[src/common/frame_pkg.sv]
// Package with constants, types and register map of the timing report packet framer
package frame_pkg;
    // --------------------------------------------------------------
    // Frame layout
    // --------------------------------------------------------------
    localparam logic [7:0] DLE_BYTE = 8'h10;
    localparam logic [7:0] ETX_BYTE = 8'h03;
    localparam logic [7:0] MSG_ID = 8'hA1;
    localparam logic [7:0] SUB_CORR = 8'h02;
    localparam logic [7:0] SUB_FREQ = 8'h03;
    localparam logic [7:0] MODE_QUERY = 8'h00;
    localparam logic [7:0] MODE_RESP = 8'h02;
    localparam logic [15:0] QUERY_LEN = 16'h0002;
    localparam logic [3:0] QUERY_LAST = 4'h8;
    localparam logic [5:0] CORR_CKS_POS = 6'd33;
    localparam logic [5:0] FREQ_CKS_POS = 6'd53;
    localparam logic [5:0] FIRST_LEN_POS = 6'd5;
    localparam logic [5:0] FREQ_LOOP_POS = 6'd19;
    localparam logic [5:0] FREQ_REF_POS = 6'd52;
    localparam logic [31:0] TIME_OF_WEEK_MAX = 32'h00093A7F;
    localparam logic [7:0] DAC_BITS_MAX = 8'h20;
    localparam logic [7:0] LOOP_STATE_MAX = 8'h09;
    // --------------------------------------------------------------
    // Timing
    // --------------------------------------------------------------
    localparam int CLK_PERIOD_NS = 10;
    localparam int REPORT_PERIOD_MS = 1000;
    localparam int REPORT_CYCLES = REPORT_PERIOD_MS * 1000000 / CLK_PERIOD_NS;
    // --------------------------------------------------------------
    // Register offsets and reset values
    // --------------------------------------------------------------
    localparam logic [7:0] REG_CTRL = 8'h00;
    localparam logic [7:0] REG_STATUS = 8'h04;
    localparam logic [7:0] REG_VALID = 8'h08;
    localparam logic [7:0] REG_WEEK = 8'h0C;
    localparam logic [7:0] REG_TIME_OF_WEEK = 8'h10;
    localparam logic [7:0] REG_OFS1 = 8'h14;
    localparam logic [7:0] REG_OFS4 = 8'h20;
    localparam logic [7:0] REG_FREQ = 8'h24;
    localparam logic [7:0] REG_OSC = 8'h28;
    localparam int CTRL_PERIODIC_BIT = 0;
    localparam int CTRL_MULTI_BIT = 1;
    localparam logic [31:0] RST_ZERO = 32'h00000000;
    // --------------------------------------------------------------
    // Types
    // --------------------------------------------------------------
    typedef struct packed {
        logic valid;
        logic [7:0] data;
    } byte_beat_t;
    typedef enum logic [0:0] {RX_HUNT = 1'b0, RX_BODY = 1'b1} rx_state_t;
    typedef enum logic [0:0] {TX_IDLE = 1'b0, TX_SEND = 1'b1} tx_state_t;
endpackage : frame_pkg

[src/hdl/report_framer.sv]
// Timing report packet framer: query parser, response builder and APB register file
//
// Added by the designer: the APB slave port and the register addresses.
`timescale 1ns/10ps
// Summary of operation
// - Length field counts mode, data and checksum bytes together.
// - Correction response byte 6 holds valid flags; bit 0 is the reference itself.
// - Correction response bytes 7-8 carry the week number.
// - Bytes 9-12 carry time of week, kept within 0 to 604799.
// - Bytes 13-16 carry a reference-to-reference offset, always zero.
// - Bytes 17-32 carry four constellation offsets in valid-flag order.
// - Correction response ends with checksum at 33, then 0x10, 0x03.
// - Query for subidentifier 0x03 gets a frequency response with mode 2.
// - With periodic output enabled, the frequency response goes out every second.
// - Bytes 6-9 carry the oscillator frequency offset.
// - Byte 10 carries converter resolution, 0 to 32 bits.
// - Converter size zero marks synthesis steering; offset field is the control.
// - Byte 52 carries the configured reference input selection.
// - Corrections are answered only when extra constellations are enabled.
// - Byte 19 carries loop state 0 to 9.
module report_framer import frame_pkg::*; #(
    parameter int PERIOD_CYCLES = REPORT_CYCLES
) (
    // Clock and reset
    input wire logic pclk,
    input wire logic presetn,
    // APB slave
    input wire logic psel,
    input wire logic penable,
    input wire logic pwrite,
    input wire logic [7:0] paddr,
    input wire logic [31:0] pwdata,
    output logic [31:0] prdata,
    output logic pready,
    output logic pslverr,
    // Query byte stream in
    input wire byte_beat_t rx_beat,
    // Response byte stream out
    output byte_beat_t tx_beat,
    input wire logic tx_ready
);
    // ------------------------------------------------------------------
    // Register file
    // ------------------------------------------------------------------
    logic [1:0] ctrl_r, ctrl_nxt;
    logic [4:0] valid_r, valid_nxt;
    logic [15:0] week_r, week_nxt;
    logic [31:0] time_of_week_seconds_r, time_of_week_seconds_nxt;
    logic [31:0] ofs_r [4];
    logic [31:0] ofs_nxt [4];
    logic [31:0] freq_r, freq_nxt;
    logic [23:0] osc_r, osc_nxt;
    logic [31:0] prdata_r, prdata_nxt;
    logic pready_r, pready_nxt, pslverr_r, pslverr_nxt;
    logic [15:0] drop_cnt_r, drop_cnt_nxt;
    logic tx_busy;
    logic drop_evt;
    logic bus_commit;

    assign bus_commit = psel & penable & pready_r;

    // Decode reads and writes; answer one wait state after setup
    always_comb begin
        ctrl_nxt = ctrl_r;
        valid_nxt = valid_r;
        week_nxt = week_r;
        time_of_week_seconds_nxt = time_of_week_seconds_r;
        ofs_nxt = ofs_r;
        freq_nxt = freq_r;
        osc_nxt = osc_r;
        prdata_nxt = prdata_r;
        pslverr_nxt = 1'b0;
        pready_nxt = psel & penable & ~pready_r;
        if (psel && penable && !pready_r) begin
            prdata_nxt = RST_ZERO;
            case (paddr)
                REG_CTRL: prdata_nxt = {30'h0, ctrl_r};
                REG_STATUS: prdata_nxt = {drop_cnt_r, 15'h0, tx_busy};
                REG_VALID: prdata_nxt = {27'h0, valid_r};
                REG_WEEK: prdata_nxt = {16'h0, week_r};
                REG_TIME_OF_WEEK: prdata_nxt = time_of_week_seconds_r;
                REG_FREQ: prdata_nxt = freq_r;
                REG_OSC: prdata_nxt = {8'h0, osc_r};
                default: begin
                    if (paddr >= REG_OFS1 && paddr <= REG_OFS4 && paddr[1:0] == 2'b00) begin
                        prdata_nxt = ofs_r[paddr[3:2] - 2'd1];
                    end else begin
                        pslverr_nxt = 1'b1;
                    end
                end
            endcase
            if (pwrite) begin
                prdata_nxt = RST_ZERO;
            end
        end
        if (bus_commit && pwrite && !pslverr_r) begin
            case (paddr)
                REG_CTRL: ctrl_nxt = pwdata[1:0];
                REG_VALID: valid_nxt = pwdata[4:0];
                REG_WEEK: week_nxt = pwdata[15:0];
                REG_TIME_OF_WEEK: begin
                    time_of_week_seconds_nxt = (pwdata > TIME_OF_WEEK_MAX) ? TIME_OF_WEEK_MAX : pwdata;
                end
                REG_FREQ: freq_nxt = pwdata;
                REG_OSC: begin
                    osc_nxt[7:0] = (pwdata[7:0] > DAC_BITS_MAX) ? DAC_BITS_MAX : pwdata[7:0];
                    osc_nxt[15:8] = (pwdata[15:8] > LOOP_STATE_MAX) ? 8'h00 : pwdata[15:8];
                    osc_nxt[23:16] = pwdata[23:16];
                end
                default: begin
                    if (paddr >= REG_OFS1 && paddr <= REG_OFS4) begin
                        ofs_nxt[paddr[3:2] - 2'd1] = pwdata;
                    end
                end
            endcase
        end
        drop_cnt_nxt = drop_cnt_r + {15'h0, drop_evt};
    end

    // Register stage of the register file
    always_ff @(posedge pclk or negedge presetn) begin
        if (!presetn) begin
            ctrl_r <= 2'b00;
            valid_r <= 5'h00;
            week_r <= 16'h0000;
            time_of_week_seconds_r <= RST_ZERO;
            for (int i = 0; i < 4; i++) begin
                ofs_r[i] <= RST_ZERO;
            end
            freq_r <= RST_ZERO;
            osc_r <= 24'h000000;
            prdata_r <= RST_ZERO;
            pready_r <= 1'b0;
            pslverr_r <= 1'b0;
            drop_cnt_r <= 16'h0000;
        end else begin
            ctrl_r <= ctrl_nxt;
            valid_r <= valid_nxt;
            week_r <= week_nxt;
            time_of_week_seconds_r <= time_of_week_seconds_nxt;
            ofs_r <= ofs_nxt;
            freq_r <= freq_nxt;
            osc_r <= osc_nxt;
            prdata_r <= prdata_nxt;
            pready_r <= pready_nxt;
            pslverr_r <= pslverr_nxt;
            drop_cnt_r <= drop_cnt_nxt;
        end
    end

    assign prdata = prdata_r;
    assign pready = pready_r;
    assign pslverr = pslverr_r;

    // ------------------------------------------------------------------
    // Query parser
    // ------------------------------------------------------------------
    rx_state_t rx_state_r, rx_state_nxt;
    logic [3:0] rx_idx_r, rx_idx_nxt;
    logic [7:0] rx_sub_r, rx_sub_nxt;
    logic rx_ok_r, rx_ok_nxt;
    logic corr_req, freq_req;

    // Every query is nine bytes; each fixed byte is checked as it lands and the verdict
    // falls on the last trailer byte. The checksum is carried but not judged.
    always_comb begin
        rx_state_nxt = rx_state_r;
        rx_idx_nxt = rx_idx_r;
        rx_sub_nxt = rx_sub_r;
        rx_ok_nxt = rx_ok_r;
        corr_req = 1'b0;
        freq_req = 1'b0;
        drop_evt = 1'b0;
        if (rx_beat.valid) begin
            case (rx_state_r)
                RX_HUNT: begin
                    if (rx_beat.data == DLE_BYTE) begin
                        rx_state_nxt = RX_BODY;
                        rx_idx_nxt = 4'h1;
                        rx_ok_nxt = 1'b1;
                    end
                end
                RX_BODY: begin
                    rx_idx_nxt = rx_idx_r + 4'h1;
                    case (rx_idx_r)
                        4'h1: rx_ok_nxt = rx_ok_r & (rx_beat.data == MSG_ID);
                        4'h2: rx_sub_nxt = rx_beat.data;
                        4'h3: rx_ok_nxt = rx_ok_r & (rx_beat.data == QUERY_LEN[15:8]);
                        4'h4: rx_ok_nxt = rx_ok_r & (rx_beat.data == QUERY_LEN[7:0]);
                        4'h5: rx_ok_nxt = rx_ok_r & (rx_beat.data == MODE_QUERY);
                        4'h7: rx_ok_nxt = rx_ok_r & (rx_beat.data == DLE_BYTE);
                        default: rx_ok_nxt = rx_ok_r;
                    endcase
                    if (rx_idx_r == QUERY_LAST) begin
                        rx_state_nxt = RX_HUNT;
                        rx_idx_nxt = 4'h0;
                        if (rx_ok_r && rx_beat.data == ETX_BYTE && rx_sub_r == SUB_CORR) begin
                            corr_req = ctrl_r[CTRL_MULTI_BIT];
                            drop_evt = ~ctrl_r[CTRL_MULTI_BIT];
                        end else if (rx_ok_r && rx_beat.data == ETX_BYTE && rx_sub_r == SUB_FREQ) begin
                            freq_req = 1'b1;
                        end else begin
                            drop_evt = 1'b1;
                        end
                    end
                end
                default: rx_state_nxt = RX_HUNT;
            endcase
        end
    end

    // Register stage of the parser
    always_ff @(posedge pclk or negedge presetn) begin
        if (!presetn) begin
            rx_state_r <= RX_HUNT;
            rx_idx_r <= 4'h0;
            rx_sub_r <= 8'h00;
            rx_ok_r <= 1'b0;
        end else begin
            rx_state_r <= rx_state_nxt;
            rx_idx_r <= rx_idx_nxt;
            rx_sub_r <= rx_sub_nxt;
            rx_ok_r <= rx_ok_nxt;
        end
    end

    // ------------------------------------------------------------------
    // Once-a-second tick and pending requests
    // ------------------------------------------------------------------
    logic [31:0] tick_cnt_r, tick_cnt_nxt;
    logic corr_pend_r, corr_pend_nxt, freq_pend_r, freq_pend_nxt;
    logic tick;
    logic start_corr, start_freq;

    // A new request sets its pending flag even in the cycle the flag is served
    always_comb begin
        tick = (tick_cnt_r == 32'(PERIOD_CYCLES - 1));
        tick_cnt_nxt = tick ? 32'h0 : tick_cnt_r + 32'h1;
        corr_pend_nxt = (corr_pend_r & ~start_corr) | corr_req;
        freq_pend_nxt = (freq_pend_r & ~start_freq) | freq_req | (tick & ctrl_r[CTRL_PERIODIC_BIT]);
    end

    // Register stage of tick and pending flags
    always_ff @(posedge pclk or negedge presetn) begin
        if (!presetn) begin
            tick_cnt_r <= 32'h0;
            corr_pend_r <= 1'b0;
            freq_pend_r <= 1'b0;
        end else begin
            tick_cnt_r <= tick_cnt_nxt;
            corr_pend_r <= corr_pend_nxt;
            freq_pend_r <= freq_pend_nxt;
        end
    end

    // ------------------------------------------------------------------
    // Response builder
    // ------------------------------------------------------------------
    tx_state_t tx_state_r, tx_state_nxt;
    logic tx_corr_r, tx_corr_nxt;
    logic [5:0] tx_idx_r, tx_idx_nxt;
    logic [7:0] tx_cks_r, tx_cks_nxt;
    byte_beat_t tx_beat_r, tx_beat_nxt;
    logic [7:0] next_byte;
    logic [5:0] next_idx;
    logic next_corr;

    // Byte of a response frame at a given position; fields are sent most significant first
    function automatic logic [7:0] frame_byte(input logic corr, input logic [5:0] idx, input logic [7:0] cks);
        logic [5:0] rel;
        logic [31:0] word;
        rel = idx - 6'd17;
        word = ofs_r[rel[3:2]];
        frame_byte = 8'h00;
        case (idx)
            6'd0: frame_byte = DLE_BYTE;
            6'd1: frame_byte = MSG_ID;
            6'd2: frame_byte = corr ? SUB_CORR : SUB_FREQ;
            6'd3: frame_byte = 8'h00;
            6'd4: frame_byte = 8'(corr ? CORR_CKS_POS - FIRST_LEN_POS + 6'd1 : FREQ_CKS_POS - FIRST_LEN_POS + 6'd1);
            6'd5: frame_byte = MODE_RESP;
            default: begin
                if (corr) begin
                    if (idx == 6'd6) frame_byte = {3'b000, valid_r[4:1], 1'b1};
                    else if (idx == 6'd7) frame_byte = week_r[15:8];
                    else if (idx == 6'd8) frame_byte = week_r[7:0];
                    else if (idx <= 6'd12) frame_byte = time_of_week_seconds_r[8'(6'd12 - idx) * 8 +: 8];
                    else if (idx <= 6'd16) frame_byte = 8'h00;
                    else if (idx < CORR_CKS_POS) frame_byte = word[8'(2'd3 - rel[1:0]) * 8 +: 8];
                    else if (idx == CORR_CKS_POS) frame_byte = cks;
                    else if (idx == CORR_CKS_POS + 6'd1) frame_byte = DLE_BYTE;
                    else frame_byte = ETX_BYTE;
                end else begin
                    if (idx <= 6'd9) frame_byte = freq_r[8'(6'd9 - idx) * 8 +: 8];
                    else if (idx == 6'd10) frame_byte = osc_r[7:0];
                    else if (idx == FREQ_LOOP_POS) frame_byte = osc_r[15:8];
                    else if (idx == FREQ_REF_POS) frame_byte = osc_r[23:16];
                    else if (idx == FREQ_CKS_POS) frame_byte = cks;
                    else if (idx == FREQ_CKS_POS + 6'd1) frame_byte = DLE_BYTE;
                    else if (idx == FREQ_CKS_POS + 6'd2) frame_byte = ETX_BYTE;
                    else frame_byte = 8'h00;
                end
            end
        endcase
    endfunction

    // Corrections win a tie; a frame once started is sent whole
    always_comb begin
        tx_state_nxt = tx_state_r;
        tx_corr_nxt = tx_corr_r;
        tx_idx_nxt = tx_idx_r;
        tx_cks_nxt = tx_cks_r;
        tx_beat_nxt = tx_beat_r;
        start_corr = 1'b0;
        start_freq = 1'b0;
        next_idx = tx_idx_r + 6'd1;
        next_corr = tx_corr_r;
        if (tx_state_r == TX_IDLE) begin
            next_idx = 6'd0;
            next_corr = corr_pend_r;
        end
        next_byte = frame_byte(next_corr, next_idx, tx_cks_r);
        case (tx_state_r)
            TX_IDLE: begin
                if (corr_pend_r || freq_pend_r) begin
                    start_corr = corr_pend_r;
                    start_freq = ~corr_pend_r;
                    tx_state_nxt = TX_SEND;
                    tx_corr_nxt = corr_pend_r;
                    tx_idx_nxt = 6'd0;
                    tx_cks_nxt = 8'h00;
                    tx_beat_nxt = '{valid: 1'b1, data: next_byte};
                end
            end
            TX_SEND: begin
                if (tx_ready) begin
                    if (tx_idx_r != 6'd0) begin
                        tx_cks_nxt = tx_cks_r ^ tx_beat_r.data;
                    end
                    if (tx_idx_r == (tx_corr_r ? CORR_CKS_POS : FREQ_CKS_POS) + 6'd2) begin
                        tx_state_nxt = TX_IDLE;
                        tx_beat_nxt = '{valid: 1'b0, data: 8'h00};
                    end else begin
                        tx_idx_nxt = next_idx;
                        tx_beat_nxt = '{valid: 1'b1,
                            data: frame_byte(tx_corr_r, next_idx, tx_cks_r ^ tx_beat_r.data)};
                    end
                end
            end
            default: tx_state_nxt = TX_IDLE;
        endcase
        tx_busy = (tx_state_r == TX_SEND);
    end

    // Register stage of the builder
    always_ff @(posedge pclk or negedge presetn) begin
        if (!presetn) begin
            tx_state_r <= TX_IDLE;
            tx_corr_r <= 1'b0;
            tx_idx_r <= 6'd0;
            tx_cks_r <= 8'h00;
            tx_beat_r <= '{valid: 1'b0, data: 8'h00};
        end else begin
            tx_state_r <= tx_state_nxt;
            tx_corr_r <= tx_corr_nxt;
            tx_idx_r <= tx_idx_nxt;
            tx_cks_r <= tx_cks_nxt;
            tx_beat_r <= tx_beat_nxt;
        end
    end

    assign tx_beat = tx_beat_r;
endmodule : report_framer

[config.mk]
export PLATFORM = sky130hd
export DESIGN_NAME = report_framer
export DESIGN_NICKNAME = d
export VERILOG_FILES = /design/src/common/frame_pkg.sv /design/src/hdl/report_framer.sv
export SDC_FILE = /design/constraint.sdc
export NUM_CORES = 1
export LEC_CHECK = 0
export BUFFER_PORTS_ARGS = -buffer_cell sky130_fd_sc_hd__buf_2
export CAP_MARGIN = 20
export CORE_UTILIZATION = 40
export DETAILED_ROUTE_END_ITERATION = 8
export GPL_TIMING_DRIVEN = 0
export MAX_ROUTING_LAYER = met4
export PLACE_DENSITY_LB_ADDON = 0.08
export SYNTH_ARGS = -nofsm -noshare
export SYNTH_HDL_FRONTEND = slang
export SYNTH_SLANG_ARGS = --single-unit
[constraint.sdc]
create_clock -name pclk -period 5.7 [get_ports pclk]
set_input_delay 0.285 -clock pclk [delete_from_list [all_inputs] [get_ports pclk]]
set_output_delay 0.285 -clock pclk [all_outputs]
set_load 0.005 [all_outputs]
### Word level (Yosys, flattened, before mapping)

Index checks and enable logic that the tools add are counted.

| operators by class | value |
|---|---|
| $add $sub $neg | 10 |
| multiply operators | 0 |
| div/mod/pow operators | 0 |
| $lt $le $gt $ge | 12 |
| equality and inequality tests | 43 |
| shift-type cells | 3 |
| mux-type cells | 100 |
| bitwise logic cells | 24 |
| reduce and logical (&&, ||, !) cells | 35 |

Operators with widths:

| cell | number |
|---|---|
| 32-bit 2-to-1 mux | 9 |
| 8-bit 2-to-1 mux | 31 |
| 32-bit case mux with 7 select lines | 1 |
| 32-bit binary-select mux with 2-bit select | 2 |
| 128-bit bitwise mux | 1 |
| 8-bit case mux with 6 select lines | 2 |
| 32-bit by 12-bit indexed part select with 8-bit output | 3 |
| 32-bit demux with 2-bit select | 1 |
| 6-bit == test, second input constant | 6 |
| 6-bit 2-to-1 mux | 6 |
| 32-bit by 1-bit adder with 32-bit output, second input constant | 1 |
| 32-bit by 27-bit == test with 1-bit output, second input constant | 1 |
| 8-bit by 2-bit == test with 1-bit output, second input constant | 4 |
| 32-bit by 20-bit greater-than comparator with 1-bit output, second input constant | 1 |
| 1-bit 2-to-1 mux | 30 |
| 9-bit 2-to-1 mux | 3 |
| 6-bit by 3-bit == test with 1-bit output, second input constant | 4 |
| 9-bit case mux with 2 select lines | 1 |
| 2-bit AND reduction | 9 |
| 16-bit by 1-bit adder with 16-bit output | 1 |
| 8-bit by 4-bit == test with 1-bit output, second input constant | 2 |
| 8-bit by 5-bit == test with 1-bit output, second input constant | 2 |
| 8-bit by 6-bit == test with 1-bit output, second input constant | 2 |
| 8-bit logical NOT | 2 |
| other kinds (53) | 102 |

| storage, ports and cells | value |
|---|---|
| flip-flop bits (word level) | 362 |
| latch bits | 0 |
| bits in writable memories | 0 |
| bits in read-only memories | 0 |
| bits of input ports | 55 |
| output and inout bits | 43 |
| logic and storage cells | 254 |
| memories | 0 |

### Longest topological paths before layout

| depth | value |
|---|---|
| depth after elaboration | 19 |
| gate-level depth with buffers | 18 |
| gate-level depth less buffers | 13 |

### Worst setup path before layout

OpenSTA, ideal clock, no wires.

| timing | value |
|---|---|
| path type | reg-to-reg |
| from | register tx_idx_r[0] |
| to | register tx_beat_r, in the netlist tx_beat[0] |
| setup time | 0.140 ns |
| arrival | 4.000 ns |
| required time | 5.560 ns |
| slack | 1.561 ns |
| stages on the path, launching flop included | 17 |
| path buffers | 6 |
| period minus slack after synthesis | 4.139 ns |
| cells stage by stage | dfrtp_1 -> buf_2 -> buf_2 -> buf_1 -> inv_1 -> ha_1 -> nand2_1 -> clkbuf_1 -> ha_1 -> buf_2 -> o21ai_1 -> a211oi_1 -> buf_2 -> o22ai_1 -> mux4_2 -> a2111oi_2 -> o22ai_1 |

| on the way | value |
|---|---|
| cells in the longest elaborated chain, start to end | 19 |
| elaborated cells on any way between the ends | 70 |
| those cells by class | add/sub: 5; order compare: 4; eq/ne: 17; shift: 3; mux: 39; bitwise: 1; reduce/logical: 1 |

RTL lines:

| element | line | source |
|---|---|---|
| start, declared | report_framer.sv:261 | `logic [5:0] tx_idx_r, tx_idx_nxt;` |
| start signal, assigned | report_framer.sv:366 | `tx_idx_r <= tx_idx_nxt;` |
| 6-bit by 1-bit adder with 6-bit output | report_framer.sv:316 | `next_idx = tx_idx_r + 6'd1;` |
| 6-bit 2-to-1 mux | report_framer.sv:318 | `if (tx_state_r == TX_IDLE) begin` |
| 4-bit by 1-bit subtractor with 4-bit output | report_framer.sv:272 | `rel = idx - 6'd17;` |
| 2-bit NOT with 3-bit output (implied by the code) | report_framer.sv:273 | `word = ofs_r[rel[3:2]];` |
| 32-bit binary-select mux with 2-bit select | report_framer.sv:273 |  |
| 32-bit 2-to-1 mux (implied by the code) (2 in a row) | report_framer.sv:273 |  |
| 32-bit by 12-bit indexed part select with 8-bit output | report_framer.sv:289 | `else if (idx < CORR_CKS_POS) frame_byte = word[8'(2'd3 - rel[1:0]) * 8 +: 8];` |
| 8-bit 2-to-1 mux | report_framer.sv:289 |  |
| [... 2 more ...] | - |  |
| 8-bit 2-to-1 mux | report_framer.sv:286 | `else if (idx == 6'd8) frame_byte = week_r[7:0];` |
| 8-bit 2-to-1 mux | report_framer.sv:285 | `else if (idx == 6'd7) frame_byte = week_r[15:8];` |
| 8-bit 2-to-1 mux | report_framer.sv:284 | `if (idx == 6'd6) frame_byte = {3'b000, valid_r[4:1], 1'b1};` |
| 8-bit 2-to-1 mux | report_framer.sv:283 | `if (corr) begin` |
| 8-bit case mux with 6 select lines | report_framer.sv:275 | `case (idx)` |
| 9-bit 2-to-1 mux | report_framer.sv:340 | `if (tx_idx_r == (tx_corr_r ? CORR_CKS_POS : FREQ_CKS_POS) + 6'd2) begin` |
| 9-bit 2-to-1 mux | report_framer.sv:336 | `if (tx_ready) begin` |
| 9-bit case mux with 2 select lines (*) | report_framer.sv:323 | `case (tx_state_r)` |
| end signal, assigned | report_framer.sv:362 | `tx_beat_r <= '{valid: 1'b0, data: 8'h00};` |
| end signal, assigned | report_framer.sv:368 | `tx_beat_r <= tx_beat_nxt;` |
| end, declared | report_framer.sv:263 | `byte_beat_t tx_beat_r, tx_beat_nxt;` |

Mark *: on every way between the ends. The rest lies on a longest branch, timed or not. The select of a mux whose other input is x is not followed.
A chain may end at the register's enable or synchronous reset.

### Final worst setup path

| timing | value |
|---|---|
| from | register tx_idx_r[0] |
| to | register tx_beat_r, in the netlist tx_beat[6] |

Same word-level chain as after synthesis.

==> out/metrics.cfg <==
[outcome]
outcome = finished, final reports clean

[pwr]
p_per_area_nw_per_um2 = 365
vdd_drop_max_v = 0.000235
p_total_uw = 8240
p_leak_uw = 0.0103

[floorplanning]
boundaryPins = 98
initial_core_util_pct = 40.8
core_area_um2 = 48000
die-area_um2 = 49900
die_w_um = 223
rows = 80
die_h_um = 223

[cells_and_area]
fin_nets = 2020
synthToLayoutAreaGrowth_pct = 15.3
post-route-util_pct = 47.0
antenna_cells = 0
drive_gt1_share_pct = 24.4

[global_route]
grt_max_degree = 114
overflow = 0
grt_pass1_vias = 16051
grt_usage_pct = 31.1
grt_pass1_wl_mm = 110
antenna_found_initial = 0

[routing]
viasPerCell = 6.20
routed_wl_mm = 74.3
drtIter0Drc = 1476
dr_total_vias = 16046
wl_per_cell_um = 28.7
drt_pre_antenna_iters = 5
drcViolationCount = 0
ant_nets = 0

[worst_setup_path]
worst_path_dominant_cell_family = buffers and inverters
crit_required_ps = 6130
cp_max_fo = 19
worst_setup_path_start_kind = register
path_buf_inv = 6
critPathSlowestCell = o31ai_1
arrival_ps = 5870
path_cells = buf_2 > buf_2 > inv_1 > ha_1 > nand2_1 > clkbuf_2 > ha_1 > buf_2 > o21ai_1 > a211oi_1 > buf_2 > o221ai_1 > and3_1 > o31ai_1 > a41oi_1
path_class = reg2reg
crit_path_frequent_cell = buf_2
cp-end-kind = register
slowest_delay_ps = 580

[logic_synthesis]
ys_ff_latch = 362
synth_edf_count = 0
netlist_instances = 1787
syn-cell-area_um2 = 19600
async_flop_share_pct = 100
yosysSeqAreaShare_pct = 46.3
synth_top_family_by_area = multiplexers
avgSynthCellArea_um2 = 11.0
synth_xor_area_share_pct = 2.33
syn-num-nets = 1866
synth_flop_cell = dfrtp_1
synth-simple-area-share_pct = 13.0
ys_warn_count = 0
synthMuxAreaShare_pct = 18.4
netlist-cell-type-count = 96
yosys.area_share.adder_pct = 1.53
synth_compound_area_share_pct = 15.1

[place]
port_buffers = 86
place.gp.congestion = 1.00
hpwl_mm = 55.6

[job]
drv_cap = 0

[timing]
fin_crit_ps = 5440
clock.fmax_ghz = 0.184
rsz0062_at_grt = false
finalHoldViolCount = 0
max_slew_margin_pct = 28.6
finalSetupViolCount = 0
fin_skew_ps = 29.8
worst_pin_slew_ps = 1040
post-route-period-util_pct = 95.4
maxSlewViolCount = 0

[cts]
clock-sinks = 362
cts_setup_buffers = 0
numCtsBuffers = 43
clk_pin_slew_ps = 70
cts_tree = built
clkLatencyLatePin_ps = 600
cts_root_buf = clkbuf_16
cts_htree_levels = 2
cts_buffer_depth = 3

[worst_hold_path]
hp-class = in2reg

-- cell usage after synthesis (all sizes together) (6+ instances only) --
| cell type | number | area [um^2] |
|---|---|---|
| mux2 | 196 | 2210 |
| a32oi | 6 | 52.6 |
| a211oi | 18 | 135 |
| o22ai | 17 | 106 |
| inv | 25 | 93.8 |
| and2 | 39 | 244 |
| a21oi | 66 | 330 |
| nand3 | 55 | 275 |
| dfrtp | 362 | 9060 |
| nand2b | 19 | 119 |
| nor2b | 19 | 119 |
| nor3 | 23 | 115 |
| and4 | 8 | 70.1 |
| o21a | 6 | 45.0 |
| o31ai | 6 | 45.0 |
| o22a | 12 | 105 |
| a221o | 8 | 80.1 |
| xor2 | 18 | 158 |
| mux4 | 51 | 1150 |
| mux2i | 24 | 256 |
| a22oi | 32 | 240 |
| a22o | 42 | 368 |
| a222oi | 7 | 70.1 |
| nor4 | 21 | 144 |
| a31oi | 10 | 62.6 |
| clkbuf | 68 | 255 |
| nand4 | 15 | 93.8 |
| o221ai | 7 | 61.3 |
| xnor2 | 31 | 298 |
| o21ai | 97 | 493 |
| nand2 | 202 | 771 |
| a221oi | 21 | 184 |
| ha | 24 | 300 |
| buf | 52 | 290 |
| and3 | 19 | 124 |
| nor2 | 74 | 280 |
-- through the flow --
stage	TNS, ps	worst slack, ps	area (um^2)	hold WS (ps)	std cells
after global routing	0	116	22600	31.5	2587
after global placement	-1085490	-3060	20800	445	2488
after CTS	0	375	22600	1.64	2584
after detailed placement	-4030	-824	20900	245	2495
after floorplan	0	1560	19600	-10.6	1787
final	0	263	22600	27.3	2587
-- per-layer routing --
| metal | share of wire (%) | track usage (%) |
|---|---|---|
| met5 | 0 | - |
| met4 | 3.5 | 10.7 |
| met3 | 7.9 | 6.44 |
| met2 | 45 | 46.6 |
| met1 | 43 | 41.8 |
-- worst register-to-register path, delay by kind of cell, from the launching register on --
family,cells,cell delay (ps)
and+or+nand+nor,2,690
buffers and inverters,6,1910
AOI/OAI and AO/OA,5,1760
DFF,1,350
adders and majority gates,2,600
-- repair_timing --
action | 4_1_cts | 5_1_grt
hold endpoints to repair | 73 | 0
hold buffers | 14 | 0
setup endpoints to repair | 8 | 0
gates resized for setup | 9 | 0
-- state kept, by name, summed over array words and instances, names as in the netlist, 4 cells and up --
name	cells
freq_r	32
tx_cks_r	8
ofs_r	128
time_of_week_seconds_r	32
osc_r	24
tx_beat	9
valid_r	5
tx_idx_r	6
drop_cnt_r	16
tick_cnt_r	32
rx_sub_r	8
week_r	16
rx_idx_r	4
prdata	32
-- cell type report --
cell class                 instances  area [um^2]
fill                            4608        25500
multi-input combinational       1276         9920
sequential                       362         9060
clock buffer                      64         1250
tap                              615          769
timing repair buffer             110          737
buffer                           119          544
clock inverter                    12          185
inverter                          29          111
-- layout by cell type (no fill, tap or decap), drive strengths merged, types with 15 or more instances in the layout --
| master | instances |
|---|---|
| ha | 24 |
| mux4 | 51 |
| xor2 | 18 |
| clkbuf | 132 |
| xnor2 | 31 |
| a221oi | 21 |
| a22oi | 32 |
| a22o | 42 |
| nand2 | 202 |
| mux2i | 24 |
| o21ai | 97 |
| a21oi | 66 |
| nand4 | 15 |
| nor4 | 21 |
| inv | 25 |
| mux2 | 196 |
| nor2b | 19 |
| and3 | 19 |
| o22ai | 17 |
| and2 | 39 |
| nor2 | 74 |
| buf | 147 |
| a211oi | 18 |
| nor3 | 23 |
| nand2b | 19 |
| dfrtp | 362 |
| nand3 | 55 |
-- power breakdown --
group          total [uW]  internal, uW  leakage (uW)  switching, uW
registers            2710          2640       0.00495           66.9
logic                2680           813       0.00460           1870
clock network        2850          1700      0.000705           1150
total                8240          5150        0.0103           3090
-- path summary, 6_finish.rpt --
check	from	end	slack (ps)	depth (start not counted)
worst max-delay path	tx_idx_r[0]$_DFFE_PN0P_	tx_beat[6]$_DFFE_PN0P_	260	15
worst min-delay path	pwdata[22]	osc_r[22]$_DFFE_PN0P_	30	3
worst max register to register	tx_idx_r[0]$_DFFE_PN0P_	tx_beat[6]$_DFFE_PN0P_	260	15
worst min register to register	tick_cnt_r[0]$_DFF_PN0_	tick_cnt_r[0]$_DFF_PN0_	470	1
max in group asynchronous	presetn	rx_sub_r[5]$_DFFE_PN0P_	3960	4
min in group asynchronous	presetn	prdata[22]$_DFFE_PN0P_	230	2
-- logic make-up (layout without fill, tap and decap cells) --
| logic type | count (synthesis) | after routing |
|---|---|---|
| AO/OA/AOI/OAI | 414 | 414 |
| XOR/XNOR | 49 | 49 |
| adder cells (fa/ha/maj) | 24 | 24 |
| buffers and inverters | 149 | 334 |
| flip-flops | 362 | 362 |
| multiplexers | 271 | 271 |
| AND/OR/NAND/NOR | 518 | 518 |
(Power assumes the default switching activity.)
